[config.mk]
export PLATFORM = sky130hd
export DESIGN_NAME = lcd_segment_driver_ctrl
export DESIGN_NICKNAME = d
export VERILOG_FILES = /design/src/rtl/lcd_seg_pkg.sv /design/src/rtl/lcd_segment_driver_ctrl.sv
export SDC_FILE = /design/constraint.sdc
export NUM_CORES = 1
export LEC_CHECK = 0
export ABC_AREA = 1
export BUFFER_PORTS_ARGS = -buffer_cell sky130_fd_sc_hd__buf_2
export CAP_MARGIN = 20
export CORE_MARGIN = 2
export CORE_UTILIZATION = 40
export CTS_CLUSTER_DIAMETER = 60
export DETAILED_ROUTE_END_ITERATION = 16
export PLACE_DENSITY = 0.53
export SLEW_MARGIN = 15
export SYNTH_ARGS = -nofsm -noshare
export SYNTH_HDL_FRONTEND = slang
export SYNTH_SLANG_ARGS = --single-unit
[constraint.sdc]
create_clock -name ref_clk -period 5.5 [get_ports ref_clk]
set_input_delay 0.55 -clock ref_clk [delete_from_list [all_inputs] [get_ports ref_clk]]
set_output_delay 0.55 -clock ref_clk [all_outputs]
set_load 0.01 [all_outputs]
[src/rtl/lcd_seg_pkg.sv]
// constants, register map and types for the segment display driver
package lcd_seg_pkg;

    // ==========================================================
    // register offsets (byte addresses on the plain register port)
    localparam logic [7:0] OFF_DISPLAY_CONTROL = 8'h00;
    localparam logic [7:0] OFF_PHASE_PRESCALE  = 8'h01;
    localparam logic [7:0] OFF_SEG_ENABLE_LOW  = 8'h02;
    localparam logic [7:0] OFF_SEG_ENABLE_MID  = 8'h03;
    localparam logic [7:0] OFF_SEG_ENABLE_HIGH = 8'h04;
    localparam logic [7:0] OFF_PIXEL_BASE      = 8'h05;
    localparam logic [7:0] PIXEL_REG_COUNT     = 8'h0C;

    // ==========================================================
    // display_control fields
    localparam int CTRL_DRIVER_ON       = 7;
    localparam int CTRL_SLEEP_DRIVE_OFF = 6;
    localparam int CTRL_SRC_HI          = 3;
    localparam int CTRL_SRC_LO          = 2;
    localparam int CTRL_MUX_HI          = 1;
    localparam int CTRL_MUX_LO          = 0;
    localparam logic [7:0] CTRL_RESET     = 8'h13;
    localparam logic [7:0] CTRL_WR_MASK   = 8'hDF;

    // phase_prescale_config fields
    localparam int PHASE_TYPE_B    = 7;
    localparam int PHASE_BIAS_HALF = 6;
    localparam int PHASE_ACTIVE    = 5;
    localparam int PHASE_PS_HI     = 3;
    localparam logic [7:0] PHASE_RESET   = 8'h00;
    localparam logic [7:0] PHASE_WR_MASK = 8'hCF;
    localparam logic [7:0] SEG_EN_RESET  = 8'h00;
    localparam logic [7:0] PIXEL_RESET   = 8'h00;

    // ==========================================================
    // geometry and timing
    localparam int NUM_COMMONS  = 4;
    localparam int NUM_SEGMENTS = 24;
    localparam int SMALL_SEGS   = 16;
    localparam int INT_DIV_DEFAULT = 32;

    // ==========================================================
    // drive level codes, V0 lowest to V3 highest
    localparam logic [1:0] LVL_V0 = 2'h0;
    localparam logic [1:0] LVL_V1 = 2'h1;
    localparam logic [1:0] LVL_V2 = 2'h2;
    localparam logic [1:0] LVL_V3 = 2'h3;

    typedef enum logic {ST_OFF, ST_RUN} drive_state_type;

endpackage : lcd_seg_pkg

[src/rtl/lcd_segment_driver_ctrl.sv]
// segment display driver: registers, frame timing and common/segment levels
`timescale 1ns/1ps
module lcd_segment_driver_ctrl
    import lcd_seg_pkg::*;
#(
    parameter bit LARGE_VARIANT = 1'b1,
    parameter int INT_DIV       = INT_DIV_DEFAULT
)(
    // clock and reset
    input  wire logic                  ref_clk,
    input  wire logic                  rst,
    // register port
    input  wire logic [7:0]            reg_addr,
    input  wire logic [7:0]            reg_wdata,
    input  wire logic                  reg_wr,
    input  wire logic                  reg_rd,
    output logic      [7:0]            reg_rdata,
    // alternate frame clock sources, one-cycle ticks
    input  wire logic                  ext_tick_a,
    input  wire logic                  ext_tick_b,
    // device power state
    input  wire logic                  sleep_mode,
    // panel side
    output logic [NUM_COMMONS-1:0][1:0]  com_level,
    output logic [NUM_SEGMENTS-1:0][1:0] seg_level,
    output logic [NUM_SEGMENTS-1:0]      segment_pin_select,
    output logic                         drive_active,
    output logic                         frame_start
);

    // ==========================================================
    // register storage
    logic [7:0]            ctrl_q;
    logic [7:0]            phase_q;
    logic [7:0]            seg_en_q [0:2];
    logic [7:0]            pix_q    [0:11];
    logic [7:0]            rdata_q;
    logic [7:0]            rdata_d;

    wire        sel_ctrl  = (reg_addr == OFF_DISPLAY_CONTROL);
    wire        sel_phase = (reg_addr == OFF_PHASE_PRESCALE);
    wire        sel_se0   = (reg_addr == OFF_SEG_ENABLE_LOW);
    wire        sel_se1   = (reg_addr == OFF_SEG_ENABLE_MID);
    // third segment-enable register absent on the small variant
    wire        sel_se2   = (reg_addr == OFF_SEG_ENABLE_HIGH) && LARGE_VARIANT;
    wire [7:0]  pix_off   = reg_addr - OFF_PIXEL_BASE;
    wire        sel_pix   = (reg_addr >= OFF_PIXEL_BASE) && (pix_off < PIXEL_REG_COUNT);
    wire [3:0]  pix_idx   = pix_off[3:0];

    wire        driver_on  = ctrl_q[CTRL_DRIVER_ON];
    wire        sleep_off  = ctrl_q[CTRL_SLEEP_DRIVE_OFF];
    wire [1:0]  src_sel    = ctrl_q[CTRL_SRC_HI:CTRL_SRC_LO];
    wire [1:0]  mux_sel    = ctrl_q[CTRL_MUX_HI:CTRL_MUX_LO];
    wire        type_b     = phase_q[PHASE_TYPE_B];
    wire        bias_half  = phase_q[PHASE_BIAS_HALF];
    wire [3:0]  prescale   = phase_q[PHASE_PS_HI:0];

    drive_state_type state_q;
    drive_state_type state_d;

    // ==========================================================
    // register writes
    always_ff @(posedge ref_clk)
    begin
        if (rst)
        begin
            ctrl_q  <= CTRL_RESET;
            phase_q <= PHASE_RESET;
            for (int i = 0; i < 3; i++)
                seg_en_q[i] <= SEG_EN_RESET;
            for (int i = 0; i < 12; i++)
                pix_q[i] <= PIXEL_RESET;
        end
        else if (reg_wr)
        begin
            if (sel_ctrl)
                ctrl_q <= reg_wdata & CTRL_WR_MASK;
            else if (sel_phase)
                phase_q <= reg_wdata & PHASE_WR_MASK;
            else if (sel_se0)
                seg_en_q[0] <= reg_wdata;
            else if (sel_se1)
                seg_en_q[1] <= reg_wdata;
            else if (sel_se2)
                seg_en_q[2] <= reg_wdata;
            else if (sel_pix)
                pix_q[pix_idx] <= reg_wdata;
        end
    end

    // ==========================================================
    // register reads, data in the cycle after the strobe only
    always_comb
    begin
        rdata_d = 8'h00;
        if (sel_ctrl)
            rdata_d = ctrl_q;
        else if (sel_phase)
            rdata_d = phase_q | {2'h0, (state_q == ST_RUN), 5'h00};
        else if (sel_se0)
            rdata_d = seg_en_q[0];
        else if (sel_se1)
            rdata_d = seg_en_q[1];
        else if (sel_se2)
            rdata_d = seg_en_q[2];
        else if (sel_pix)
            rdata_d = pix_q[pix_idx];
    end

    always_ff @(posedge ref_clk)
    begin
        if (rst)
            rdata_q <= 8'h00;
        else
            rdata_q <= reg_rd ? rdata_d : 8'h00;
    end

    assign reg_rdata = rdata_q;

    // ==========================================================
    // run control
    // sleep only stops the panel when software asked for it
    wire run_req = driver_on && !(sleep_mode && sleep_off);

    always_comb
    begin
        state_d = state_q;
        case (state_q)
            ST_OFF:
                if (run_req)
                    state_d = ST_RUN;
            ST_RUN:
                if (!run_req)
                    state_d = ST_OFF;
            default:
                state_d = ST_OFF;
        endcase
    end

    always_ff @(posedge ref_clk)
    begin
        if (rst)
            state_q <= ST_OFF;
        else
            state_q <= state_d;
    end

    wire running = (state_q == ST_RUN);

    // ==========================================================
    // frame clock source and prescaler
    logic [7:0] int_cnt_q;
    logic [3:0] ps_cnt_q;

    wire int_tick = (int_cnt_q == 8'(INT_DIV - 1));
    wire src_tick = (src_sel == 2'h0) ? int_tick :
                    (src_sel == 2'h1) ? ext_tick_a : ext_tick_b;
    wire phase_tick = running && src_tick && (ps_cnt_q == prescale);

    always_ff @(posedge ref_clk)
    begin
        if (rst || int_tick)
            int_cnt_q <= 8'h00;
        else
            int_cnt_q <= int_cnt_q + 8'h01;
    end

    always_ff @(posedge ref_clk)
    begin
        if (rst || !running || phase_tick)
            ps_cnt_q <= 4'h0;
        else if (src_tick)
            ps_cnt_q <= ps_cnt_q + 4'h1;
    end

    // ==========================================================
    // common and polarity sequencer
    logic [1:0] com_idx_q;
    logic       pol_q;

    wire last_com   = (com_idx_q == mux_sel);
    // type A flips polarity inside each common slot, type B once a frame
    wire frame_wrap = phase_tick && last_com && (type_b || pol_q);

    always_ff @(posedge ref_clk)
    begin
        if (rst || !running)
        begin
            com_idx_q <= 2'h0;
            pol_q     <= 1'b0;
        end
        else if (phase_tick)
        begin
            if (type_b)
            begin
                com_idx_q <= last_com ? 2'h0 : com_idx_q + 2'h1;
                pol_q     <= last_com ? !pol_q : pol_q;
            end
            else if (!pol_q)
                pol_q <= 1'b1;
            else
            begin
                pol_q     <= 1'b0;
                com_idx_q <= last_com ? 2'h0 : com_idx_q + 2'h1;
            end
        end
    end

    // ==========================================================
    // pixel shadow, refreshed at frame boundaries while running and every cycle while stopped
    // avoids half-updated digits tearing inside a frame
    logic [NUM_SEGMENTS-1:0] shadow_q [0:NUM_COMMONS-1];

    genvar c;
    generate
        for (c = 0; c < NUM_COMMONS; c++)
        begin : g_shadow
            // third pixel register per common drives nothing when small
            wire [7:0] high_bits = LARGE_VARIANT ? pix_q[3*c+2] : 8'h00;
            always_ff @(posedge ref_clk)
            begin
                if (rst)
                    shadow_q[c] <= '0;
                else if (!running || frame_wrap)
                    shadow_q[c] <= {high_bits, pix_q[3*c+1], pix_q[3*c]};
            end
        end
    endgenerate

    // ==========================================================
    // level generation
    wire bias_static = (mux_sel == 2'h0);
    wire [NUM_SEGMENTS-1:0] seg_mask = LARGE_VARIANT ? {NUM_SEGMENTS{1'b1}} :
                                       {{(NUM_SEGMENTS-SMALL_SEGS){1'b0}},
                                        {SMALL_SEGS{1'b1}}};
    wire [NUM_SEGMENTS-1:0] seg_en_all = {seg_en_q[2], seg_en_q[1], seg_en_q[0]} & seg_mask;
    wire [NUM_SEGMENTS-1:0] cur_pix    = shadow_q[com_idx_q];

    logic [NUM_COMMONS-1:0][1:0]  com_level_d;
    logic [NUM_SEGMENTS-1:0][1:0] seg_level_d;

    generate
        for (c = 0; c < NUM_COMMONS; c++)
        begin : g_com
            wire used = (2'(c) <= mux_sel);
            wire sel  = (2'(c) == com_idx_q);
            assign com_level_d[c] = !running || !used ? LVL_V0 :
                                    sel ? (pol_q ? LVL_V0 : LVL_V3) :
                                    bias_half ? LVL_V1 :
                                    (pol_q ? LVL_V2 : LVL_V1);
        end
    endgenerate

    genvar s;
    generate
        for (s = 0; s < NUM_SEGMENTS; s++)
        begin : g_seg
            wire [1:0] clear_lvl = (bias_static || bias_half) ?
                                   (pol_q ? LVL_V0 : LVL_V3) :
                                   (pol_q ? LVL_V1 : LVL_V2);
            wire [1:0] dark_lvl  = pol_q ? LVL_V3 : LVL_V0;
            assign seg_level_d[s] = !running || !seg_en_all[s] ? LVL_V0 :
                                    cur_pix[s] ? dark_lvl : clear_lvl;
        end
    endgenerate

    always_ff @(posedge ref_clk)
    begin
        if (rst)
        begin
            com_level          <= '0;
            seg_level          <= '0;
            segment_pin_select <= '0;
            drive_active       <= 1'b0;
            frame_start        <= 1'b0;
        end
        else
        begin
            com_level          <= com_level_d;
            seg_level          <= seg_level_d;
            segment_pin_select <= seg_en_all;
            drive_active       <= running;
            frame_start        <= frame_wrap;
        end
    end
endmodule : lcd_segment_driver_ctrl

==> results of run 1 <==
where the power goes:
| group | leakage, nW | internal [mW] | switching [mW] |
|---|---|---|---|
| clock | 0.619 | 1.51 | 1.09 |
| sequential | 3.31 | 2.86 | 0.0633 |
| combinational | 3.54 | 0.0939 | 0.271 |
cell type report:
type	count	area (um^2)	area share [%]
diodes	1	2.50	0.0146
repair buffers	125	658	3.84
flip-flops and latches	345	9150	53.4
inverters	180	676	3.94
multi-input cells	999	4780	27.9
clock inverters	25	188	1.10
well taps	468	586	3.42
clock buffers	47	1090	6.36
worst reg2reg max path, delay by kind of cell (launching register included):
| kind | cells | cell delay (ns) |
|---|---|---|
| flip-flops | 1 | 0.33 |
| buffers and inverters | 3 | 0.74 |
| AND/OR/NAND/NOR | 10 | 1.80 |
| adder cells (fa/ha/maj) | 1 | 0.21 |
metal layers:
layer	GRT usage (%)	up-vias	routed length, um
li1	-	5397	-
met4	9.97	2	1740
met5	0	-	15
met2	34.7	442	19400
met3	4.85	88	4040
met1	35.7	5379	21100
state kept, by name (all words and copies together), names as in the netlist, named ones only:
signal / cells
running: 1
ps_cnt_q: 4
seg_level: 48
shadow_q: 96
pol_q: 1
drive_active: 1
seg_en_q: 24
com_level: 8
phase_q: 6
segment_pin_select: 24
frame_start: 1
com_idx_q: 2
pix_q: 104
ctrl_q: 7
int_cnt_q: 8
reg_rdata: 8
Yosys cell counts (all sizes together), types with 2 or more instances:
master | n | area (um^2)
nor4 | 3 | 33.8
o211ai | 4 | 30.0
xor2 | 4 | 35.0
nand2 | 356 | 1350
nand4 | 3 | 18.8
dfxtp | 121 | 2420
clkbuf | 48 | 180
a32o | 24 | 240
a211oi | 8 | 60.1
nand3 | 70 | 495
ha | 13 | 163
mux2i | 4 | 40.0
nor3 | 10 | 55.1
xnor2 | 2 | 36.3
o21ai | 40 | 204
or2 | 27 | 169
nand3b | 2 | 15.0
buf | 30 | 216
inv | 179 | 672
edfxtp | 224 | 6730
a21oi | 135 | 676
nor2 | 281 | 1080
nor3b | 2 | 15.0
stage by stage:
step           power (mW)  utilization [%]
2_1_floorplan        3.17                -
4_1_cts              5.91             46.7
3_3_place_gp         3.33             43.2
5_1_grt              6.06             46.7
6_report             5.89             46.7
3_5_place_dp         3.33             43.2
worst paths after layout:
check             cells after the start  slack (ns)              end          from
setup reg to reg                     14        2.15  shadow_q[1][16]  int_cnt_q[0]
hold reg to reg                       2        0.45          running     ctrl_q[7]
setup / recovery                      8        2.14     pix_q[10][2]   reg_addr[0]
hold / removal                        2        0.19          running    sleep_mode
logic make-up after synthesis:
| logic type | count (synthesis) |
|---|---|
| buf+inv | 258 |
| mux | 4 |
| xor+xnor | 6 |
| compound gates | 214 |
| flops | 345 |
| fa+ha+maj | 13 |
| simple gates | 754 |
| other cells | 1 |
==> results, run 1 <==
- The run finished with clean final reports.
- The synthesis-to-finish area growth is 14.4%.
- The proportion of synthesized area in mux cells is 0.267%.
- Together, buffers and inverters on the worst path number 3.
- The detailed placer's ending HPWL is 33.2 mm.
- In this run the worst path has a maximum fanout of 32.
- The slowest stage of the critical path belongs to the cell sky130_fd_sc_hd__xor2_1.
- The type of origin of the critical path is an input port.
- The placed instance count is 2117.
- The synthesized netlist devotes 21.6% of its cell area to simple gates.
- The maximum number of pins on one net before global-route repair is 80.
- The die span in y is 197 um.
- The power per cell area is 344 nW/um^2.
- The required time at the worst-slack endpoint is 5.71 ns.
- The largest single stage delay on the critical path is 0.77 ns.
- The maximum level of the CTS H-tree is 2.
- Max-cap violations in this run came to 0.
- In the routed design, unresolved DRC markers number 0.
- The post-cts repair resize count is 0.
- OpenSTA, run right after detailed placement, puts the worst setup slack at 1.62 ns.
- The total global-route track usage is 24.2%.
- The deepest clock path buffer count is 3.
- The overall die area is 39000 um^2.
- In this run the worst hold path is classified as input port to register.
- The xor and xnor fraction of the mapped netlist area is 0.476%.
- Summed over all layers, the global routing overflow is 0.
- Data on the critical path arrives at its endpoint at 3.57 ns.
- Using the TritonRoute via totals, the vias-per-cell ratio works out to 5.16.
- The tightest hold path in the finished design has a slack of 0.186 ns.
- For this run, the number of standard cells in the final layout without fillers is 2190.
- Each instance of the synthesized netlist takes up on average 9.39 um^2.
- In the post-route analysis, the smallest setup slack over all paths is 2.14 ns.
- The initial utilization of the core area, before any placement, comes to 40.8%.
- The violation count after the first detailed-routing iteration is 967.
- TritonCTS built the clock tree.
- For this run, the leading register cell type out of synthesis is sky130_fd_sc_hd__edfxtp_1.
- The later pin in the worst-skew pair is clocked with a latency of 0.55 ns.
- After the last flow step, the layout net total stands at 1727.
- Once detail routing completed, the nets flagged for antenna violations numbered 0.
- The count of vias placed by the detailed router is 11300.
- The number of warnings issued by yosys is 0.
- The clock drives 345 sinks.
- For this run, the top clock speed supported by timing is 298 MHz.
- The library cell used most frequently in the layout, excluding fill and tap cells, is sky130_fd_sc_hd__nand2_1.
- The critical path goes through buf_2 -> inv_2 -> ha_1 -> xor2_1 -> nand2_1 -> inv_1 -> nand3_4 -> nand2_1.
- In the final routed layout, each cell accounts on average for 21.2 um.
- In this run, synthesis produced a sequential element count of 345.
- On the final layout, the worst clock skew is 0.0154 ns.
- The clock transition time at the flip-flop clock pins of the worst setup and hold paths is 0.06 ns.
- Yosys mapped a number of flops with a built-in enable equal to 224.
- Adding up every negative setup slack in the final design gives 0 ns.
- The die is 197 um wide.
- The number of port buffers is 112.
- Wires add up to 46.3 mm.
- The pin slew with the least headroom to its limit is 1.07 ns.
- The congestion estimate from routability-driven global placement came to 0.907.
- After Yosys synthesis, full adders, half adders and majority gates account for 1.09% of the synthesized area.
- Clock tree synthesis inserted a total of 40 buffers.
- The cell family contributing the most delay on the critical path is buffers and inverters.
- The worst setup path is captured at a register.
- The post-placement cell area is 15900 um^2.
- Fill cells in the final layout number 3546.
- The post-route minimum period is 3.36 ns.
- The largest family of logic cells by synthesized area is simple AND/OR/NAND/NOR gates.
- The area of the mapped netlist is 15000 um^2.
- By instance count, the cell type seen most on the critical path is sky130_fd_sc_hd__nand2_1.
- The via count of the first global-routing pass came to 11000.
- The root buffer cell is sky130_fd_sc_hd__clkbuf_16.
- The share of the clock period used by the worst path is 61.1%.
- The final-report hold violation count is 0.
- The critical path class is input port to register.
- The sequential area share after synthesis is 61.1%.
- The initial antenna violation count came to 2.
- Of the cells placed in the final design, the portion with a size suffix greater than 1 is 14.8%.
- The floorplan has 70 rows.
- The area inside the core boundary is 36700 um^2.
- The cts-stage hold buffer count is 0.
- The number of distinct library cells after synthesis is 41.
- The count of endpoints failing setup in the final report is 0.
- The worst pin sits at a relative slew slack of 28.0%.
- The first-pass GRT wire length is 68.7 mm.
- The I/O pin count is 113.
- After routing the design area is 17100 um^2.
- For this run, asynchronously set or reset flops after synthesis account for 0%.
- Setup repair after global routing left no endpoint under its margin.
- The top cell types in the final layout, fill and taps aside, are 348 x sky130_fd_sc_hd__nand2_1, 270 x sky130_fd_sc_hd__nor2_1, 224 x sky130_fd_sc_hd__edfxtp_1.
- The gate count of the mapped netlist is 1595.
- The final number of max-transition violations was 0.
- Summed over all cells, the static leakage comes to 7.47 nW.
- The buffer count from post-CTS setup fixing is 0.
- VDD sags by at most 211 uV.
- The pre-antenna-repair detailed-routing pass consisted of 5 iterations.
- The post-synthesis compound-gate area fraction is 8.25%.
(Power assumes the default switching activity.)
==> run 2, diff against run 1 <==
Settings changed: PLACE_DENSITY 0.53 to 0.55.
Clock period 5.5 ns to 2.77 ns, I/O delays scaled along.
==> run 2 against run 1 <==
Effect of this change: power rose by 95%; routed wire length fell by 3.3%; final area rose by 1.3%; non-clock buffer count rose by 27; sequential power rose by 98%; utilization rose by 0.60 points; final cell count rose by 1.1%; critical path type is now register to register.
==> results, run 2 (synthesis gave the netlist of run 1 again) <==
- The standard-cell row count is 70.
- The first detailed-routing pass took 5 iterations.
- The tree is rooted in a sky130_fd_sc_hd__clkbuf_16.
- The maximum level of the CTS H-tree is 2.
- The power per cell area is 662 nW/um^2.
- The count of buffers added on input and output ports is 112.
- The critical hold path startpoint is reg_wdata[0].
- The final-report hold violation count is 0.
- The clock buffer count from CTS is 38.
- The congestion estimate from routability-driven global placement came to 0.919.
- For this block, the via count after detailed routing is 11300.
- Leaving out fill and tap cells, the most frequent cells in the layout are 348 x sky130_fd_sc_hd__nand2_1, 270 x sky130_fd_sc_hd__nor2_1, 224 x sky130_fd_sc_hd__edfxtp_1.
- The clock transition time at the flip-flop clock pins of the worst setup and hold paths is 0.06 ns.
- The element type at the critical path end is a register.
- The detailed placer's ending HPWL is 33.0 mm.
- The fraction of layout instances using a drive strength above 1 is 15.7%.
- The headroom to the max-slew limit is 37.9%.
- The worst hold path was traced through 3 stages.
- The overall die area is 39000 um^2.
- For this design the static power due to leakage is 7.61 nW.
- The destination of the worst hold path is phase_q[0].
- The switching power total is 2.68 mW.
- The run finished with clean final reports.
- The combinational power share is 6.6%.
- The initial core utilization is 40.8%.
- The TritonCTS clock tree is yes.
- The die span in y is 197 um.
- The register bank with the most flops is pix_q.
- The clock group share of total power is 42.9%.
- The highest clock frequency the design can meet is 435 MHz.
- Measured in cells, the most critical reg-to-reg path has a length of 14.
- The relative contribution of sequential cells to total power is 50.5%.
- The clock reaches the later pin of the worst-skew pair after 0.53 ns.
- The worst clock skew on the final layout is 0.0137 ns.
- The required time at the worst-slack endpoint is 3.02 ns.
- Adding up every negative setup slack in the final design gives 0 ns.
- The largest registers in the layout are pix_q x104, shadow_q x96, seg_level x48.
- The count of endpoints failing setup in the final report is 0.
- STA classifies the critical path startpoint as a register.
- Of all nets on the critical path, the largest fanout is 96.
- The internal power is 8.80 mW.
- The number of DRC violations after detailed routing is 0.
- The fraction of power spent switching nets is 23.3%.
- The final routed wire length divided by cell count is 20.2 um.
- The filler cell count in the final layout is 3449.
- The endpoint identified for the worst register-to-register timing path is shadow_q[3][14].
- The final number of max-transition violations is 0.
- The buffer count from post-CTS setup fixing is 0.
- Subtracting the final worst setup slack from the clock period gives 2.30 ns.
- After detailed routing, the number of vias per cell comes to 5.12.
- Overall power consumption after layout is estimated at 11.5 mW.
- In this run the worst hold path is classified as input port to register.
- Leaving out fill and tap cells, the most frequent cell in the layout is sky130_fd_sc_hd__nand2_1.
- Summed over all layers, the global routing overflow is 0.
- The critical path class is register to register.
- 113 I/O pins were placed.
- The clock passes through at most 3 buffers.
- The startpoint of the lowest-slack register-to-register path is int_cnt_q[0].
- The pin slew with the least headroom to its limit is 0.931 ns.
- The synthesis-to-finish area growth is 15.9%.
- The max capacitance violation total is 0.
- The final wirelength is 44.8 mm.
- Entering global routing, the biggest net connects 97 pins.
- The worst vdd rail ir drop is 425 uV.
- The total global-route track usage is 22.9%.
- The area inside the core boundary is 36700 um^2.
- The worst endpoint data arrival time is 2.55 ns.
- The first-pass GRT wire length is 65.4 mm.
- The clock sink total is 345.
- The count of nets left with antenna violations once routing finished came out at 0.
- Setup repair after global routing left no endpoint under its margin.
- From left edge to right edge, the die measures 197 um.
- The internal reg-to-reg setup slack is 0.47 ns.
- At the end of the flow the core is filled with cells to 47.3%.
- The flip-flop count of the largest register, all copies and words added is 104.
- The initial antenna violation count is 1.
- The final layout contains 1752 nets.
- The detailed router finished its first iteration with 1177 violations.
- The share of the clock period used by the worst path is 82.9%.
- The via count of the first global-routing pass is 10600.
-- run 2: changes by cell type in the layout (fill, tap and decap cells not counted), sizes merged --
cell / change
clkinvlp: -2
buf: +25
dlygate4sd3: +2
inv: -1
clkbuf: +10
clkinv: -8
bufinv: -1
-- run 2: worst max-delay path, stage by stage, from the launching register on --
cell and delay, ns:
sky130_fd_sc_hd__dfxtp_1 0.32, sky130_fd_sc_hd__ha_1 0.21, sky130_fd_sc_hd__nand2_1 0.06, sky130_fd_sc_hd__inv_1 0.04, sky130_fd_sc_hd__nand2_1 0.11, sky130_fd_sc_hd__nor2_1 0.08
sky130_fd_sc_hd__nand2_1 0.06, sky130_fd_sc_hd__nand2_1 0.10, sky130_fd_sc_hd__nand2_1 0.18, sky130_fd_sc_hd__inv_2 0.08, sky130_fd_sc_hd__nand3_2 0.11, sky130_fd_sc_hd__nand2_1 0.08
sky130_fd_sc_hd__nand2_2 0.08, sky130_fd_sc_hd__buf_12 0.32, sky130_fd_sc_hd__nor2_1 0.12
-- run 2: final cells by class --
type,instances,area (um^2),area share [%]
sequential,345,9150,52.7
multi-input combinational,999,4780,27.6
clock buffer,57,1130,6.50
timing repair buffer,152,928,5.35
inverter,180,676,3.89
tap,468,586,3.37
clock inverter,13,97.6,0.562
antenna,1,2.50,0.0144
-- run 2: worst max path at each step --
| stage | start | end | cells after the start |
|---|---|---|---|
| detailed placement | reg_addr[1] | pix_q[10][4] | 14 |
| finish | int_cnt_q[0] | shadow_q[3][14] | 14 |
| global placement | reg_addr[1] | pix_q[8][2] | 14 |
| floorplan | reg_addr[0] | pix_q[6][0] | 17 |
| CTS | int_cnt_q[0] | shadow_q[3][14] | 14 |
| global route | int_cnt_q[0] | shadow_q[3][14] | 14 |
-- run 2: power by group through the flow --
stage	Sequential, mW	Clock (mW)	Combinational [mW]
final	5.79	4.93	0.760
after global routing	5.80	5.19	0.827
after CTS	5.79	5.00	0.752
after detailed placement	5.90	0	0.746
after global placement	5.90	0	0.743
after floorplan	5.84	0	0.455
-- run 2: per-layer routing --
metal | part of all wire (%) | track usage, %
met1 | 45 | 32.8
met2 | 43 | 34.1
met3 | 9.5 | 5.75
met4 | 2.6 | 7.07
met5 | 0 | 0
-- run 2: what timing repair did --
item	CTS	global route
hold buffers	2	0
setup endpoints to repair	0	0
resized for setup	0	0
hold endpoints to repair	5	0
-- run 2: through the flow --
| stage | instance area, um^2 | setup slack [ns] | instances | hold slack, ns |
|---|---|---|---|---|
| detailed placement | 16100 | 0.193 | 2142 | 0.446 |
| finish | 17400 | 0.473 | 2215 | 0.0326 |
| global route | 17300 | 0.215 | 2214 | 0.0431 |
| CTS | 17300 | 0.440 | 2214 | 0.0146 |
| global placement | 16100 | 0.270 | 2142 | 0.429 |
| floorplan | 15000 | 0.0116 | 1602 | 0.369 |
==> run 3, diff against run 2 <==
Settings changed: PLACE_DENSITY 0.55 to 0.53.
Clock period 2.77 ns to 2.3 ns, I/O delays scaled along.
==> run 3 against run 2 <==
Effect of this change: sequential power up 20%; fmax up 5.8%; worst hold slack better by 0.0031 ns; sequential cell count unchanged.
==> results, run 3 (synthesis gave the netlist of run 1 again) <==
- The worst clock skew on the final layout is 0.0181 ns.
- The I/O pin count is 113.
- Leaving out fill and tap cells, the most frequent cell in the layout is sky130_fd_sc_hd__nand2_1.
- In the final routing, the length of wire on met1 measures 20.8 mm.
- Leaving out fill and tap cells, the most frequent cells in the layout are 335 x sky130_fd_sc_hd__nand2_1, 267 x sky130_fd_sc_hd__nor2_1, 224 x sky130_fd_sc_hd__edfxtp_1.
- STA puts the critical path data required time at 2.71 ns.
- VDD sags by at most 541 uV.
- The worst endpoint data arrival time is 2.58 ns.
- In this run the number of H-tree levels came out at 2.
- No sink is reached through more buffers than the 3 on the longest clock path.
- The fraction of layout instances using a drive strength above 1 is 18.8%.
- The overall die area is 39000 um^2.
- The most numerous cell type found on the critical path is sky130_fd_sc_hd__nand2_1.
- The top layer used by detailed routing is met4.
- The number of antenna diodes in the final layout is 0.
- The via count of the first global-routing pass is 11000.
- Measured against its own limit, the worst slew margin works out to 51.4%.
- The leakage component of the power is 7.86 nW.
- The largest registers in the layout are pix_q x104, shadow_q x96, seg_level x48.
- The pre-antenna-repair detailed-routing pass consisted of 5 iterations.
- After detailed routing, the average wire length per cell comes to 20.0 um.
- The synthesis-to-finish area growth is 19.2%.
- In this design, the largest share of critical-path delay is due to simple AND/OR/NAND/NOR gates.
- The count of endpoints failing setup in the final report is 0.
- The final-report hold violation count came to 0.
- The floorplan has 70 rows.
- The critical path class is register to register.
- The flow ran to the end, and the final reports show no timing, DRC or antenna violations.
- The final number of max-transition violations was 0.
- The number of routed nets with antenna violations is 0.
- The die is 197 um tall.
- In this run the tool buffered the top-level ports with 112 buffer cells.
- In this run the worst path has a maximum fanout of 40.
- The signal on the critical path passes through ha_1 -> nand2_1 -> inv_1 -> nand2_1 -> nor2_2 -> nand2_1 -> nand2_1 -> nand2_2 -> inv_2 -> nand3_2 -> nand2_1 -> nand2_2 -> buf_12 -> nor2_1 -> buf_4.
- Entering global routing, the biggest net connects 49 pins.
- Together, buffers and inverters on the worst path number 4.
- Detailed placement ended at an HPWL of 33.5 mm.
- The final critical path takes up 94.4% of the cycle.
- The slowest cell on the critical path is sky130_fd_sc_hd__dfxtp_1.
- The initial antenna violation count is 0.
- The total global-route track usage is 23.6%.
- The clock drives 345 sinks.
- The delay contributed by the slowest stage of the critical path is 0.34 ns.
- After global routing the overflow that remains totals 0.
- In this run the power density over the cells is 753 nW/um^2.
- For the pin with the worst max-slew slack, the measured transition is 0.728 ns.
- The routed design uses 3.62 mm of met3 wire.
- The violation count after the first detailed-routing iteration is 946.
- The initial core utilization is 40.8%.
- The register with the most flip-flops in the layout has 104 of them.
- Across all register-to-register paths, the minimum setup slack is 0.13 ns.
- The max capacitance violation total is 0.
- Clock tree synthesis selected as its root buffer the cell sky130_fd_sc_hd__clkbuf_16.
- At the end of routability-driven placement, the weighted congestion stood at 0.859.
- Clock tree synthesis inserted a total of 37 buffers.
- Summed over all layers, the routed wires come to 45.3 mm.
- The final non-filler cell total is 2269.
- The class of the most critical hold timing path is input port to register.
- The worst setup path is captured at a register.
- The register bank with the most flops is pix_q.
- Subtracting the final worst setup slack from the clock period gives 2.17 ns.
- The placed instance count is 2197.
- The highest clock frequency the design can meet is 461 MHz.
- After floorplanning, the core was sized to cover 36700 um^2.
- The count of vias placed by the detailed router is 11600.
- The type of origin of the critical path is a register.
- The first global-routing pass estimated 67.8 mm of wire.
- The layout net count is 1812.
- The detailed route wirelength on metal2 is 19.7 mm.
- For this run, design rule violations remaining after detail routing come to 0.
- The die width is 197 um.
- At the later pin of the worst-skew pair, clock insertion delay measures 0.55 ns.
- The clock transition time at the flip-flop clock pins of the worst setup and hold paths is 0.06 ns.
- The TritonCTS clock tree is yes.
- The vias per cell is 5.11.
- The final standard cell utilization of the core is 48.6%.
-- run 3: cell count changes in the layout (fill, tap and decap cells not counted), moves of 3 or more --
cell	delta
sky130_fd_sc_hd__nor2_1	-3
sky130_fd_sc_hd__buf_4	+50
sky130_fd_sc_hd__clkinv_1	+4
sky130_fd_sc_hd__dlygate4sd3_1	+5
sky130_fd_sc_hd__nor2_2	+3
sky130_fd_sc_hd__nand2_2	+8
sky130_fd_sc_hd__nand2_1	-13
sky130_fd_sc_hd__clkbuf_16	-5
sky130_fd_sc_hd__buf_12	+6
sky130_fd_sc_hd__nand2_4	+4
-- run 3: worst min-delay path, stage by stage --
cell,delay (ns)
sky130_fd_sc_hd__buf_2,0.10
sky130_fd_sc_hd__nand2_1,0.11
sky130_fd_sc_hd__a21oi_1,0.07
-- run 3: path summary, 6_finish.rpt --
path | startpoint | to | cells past startpoint
hold / removal | reg_rd | reg_rdata[1] | 3
setup / recovery | int_cnt_q[0] | shadow_q[1][23] | 15
hold reg to reg | int_cnt_q[0] | int_cnt_q[0] | 1
setup reg to reg | int_cnt_q[0] | shadow_q[1][23] | 15
-- run 3: layout make-up --
class / instances / area [um^2]
well taps: 468 / 586
clock inverters: 15 / 103
inverters: 180 / 678
fillers: 3476 / 18900
multi-input cells: 999 / 4880
clock buffers: 49 / 981
flip-flops and latches: 345 / 9150
repair buffers: 213 / 1470
-- run 3: repair_timing --
action / CTS / global route
hold endpoints to repair: 13 / 0
gates resized for setup: 0 / 4
endpoints found under the setup margin: 0 / 162
hold buffers: 7 / 0
buffers inserted: 0 / 1
-- run 3: power by group --
group	switching (mW)	leakage [nW]	total [mW]	internal (mW)
registers	0.139	3.31	6.97	6.83
logic	0.675	4.02	0.984	0.309
clock network	2.38	0.528	5.49	3.11
total	3.20	7.86	13.4	10.2
-- run 3: routing by layer --
metal	vias up	track usage, %
met5	-	0
met1	5468	34.7
met4	0	6.99
met3	73	4.15
met2	478	35.8
li1	5565	-
-- run 3: metrics by stage --
| step | total power, mW | setup WS, ns | TNS [ns] | hold WS, ns | cell area [um^2] |
|---|---|---|---|---|---|
| 2_1_floorplan | 7.59 | -0.233 | -19.31 | 0.322 | 15100 |
| 3_3_place_gp | 8.06 | 0.0409 | 0 | 0.431 | 16700 |
| 3_5_place_dp | 8.06 | 0.0303 | 0 | 0.436 | 16700 |
| 4_1_cts | 13.5 | 0.0778 | 0 | 0.0164 | 17800 |
| 5_1_grt | 13.9 | -0.00293 | -0.00293 | 0.0366 | 17800 |
| 6_report | 13.4 | 0.129 | 0 | 0.0357 | 17800 |
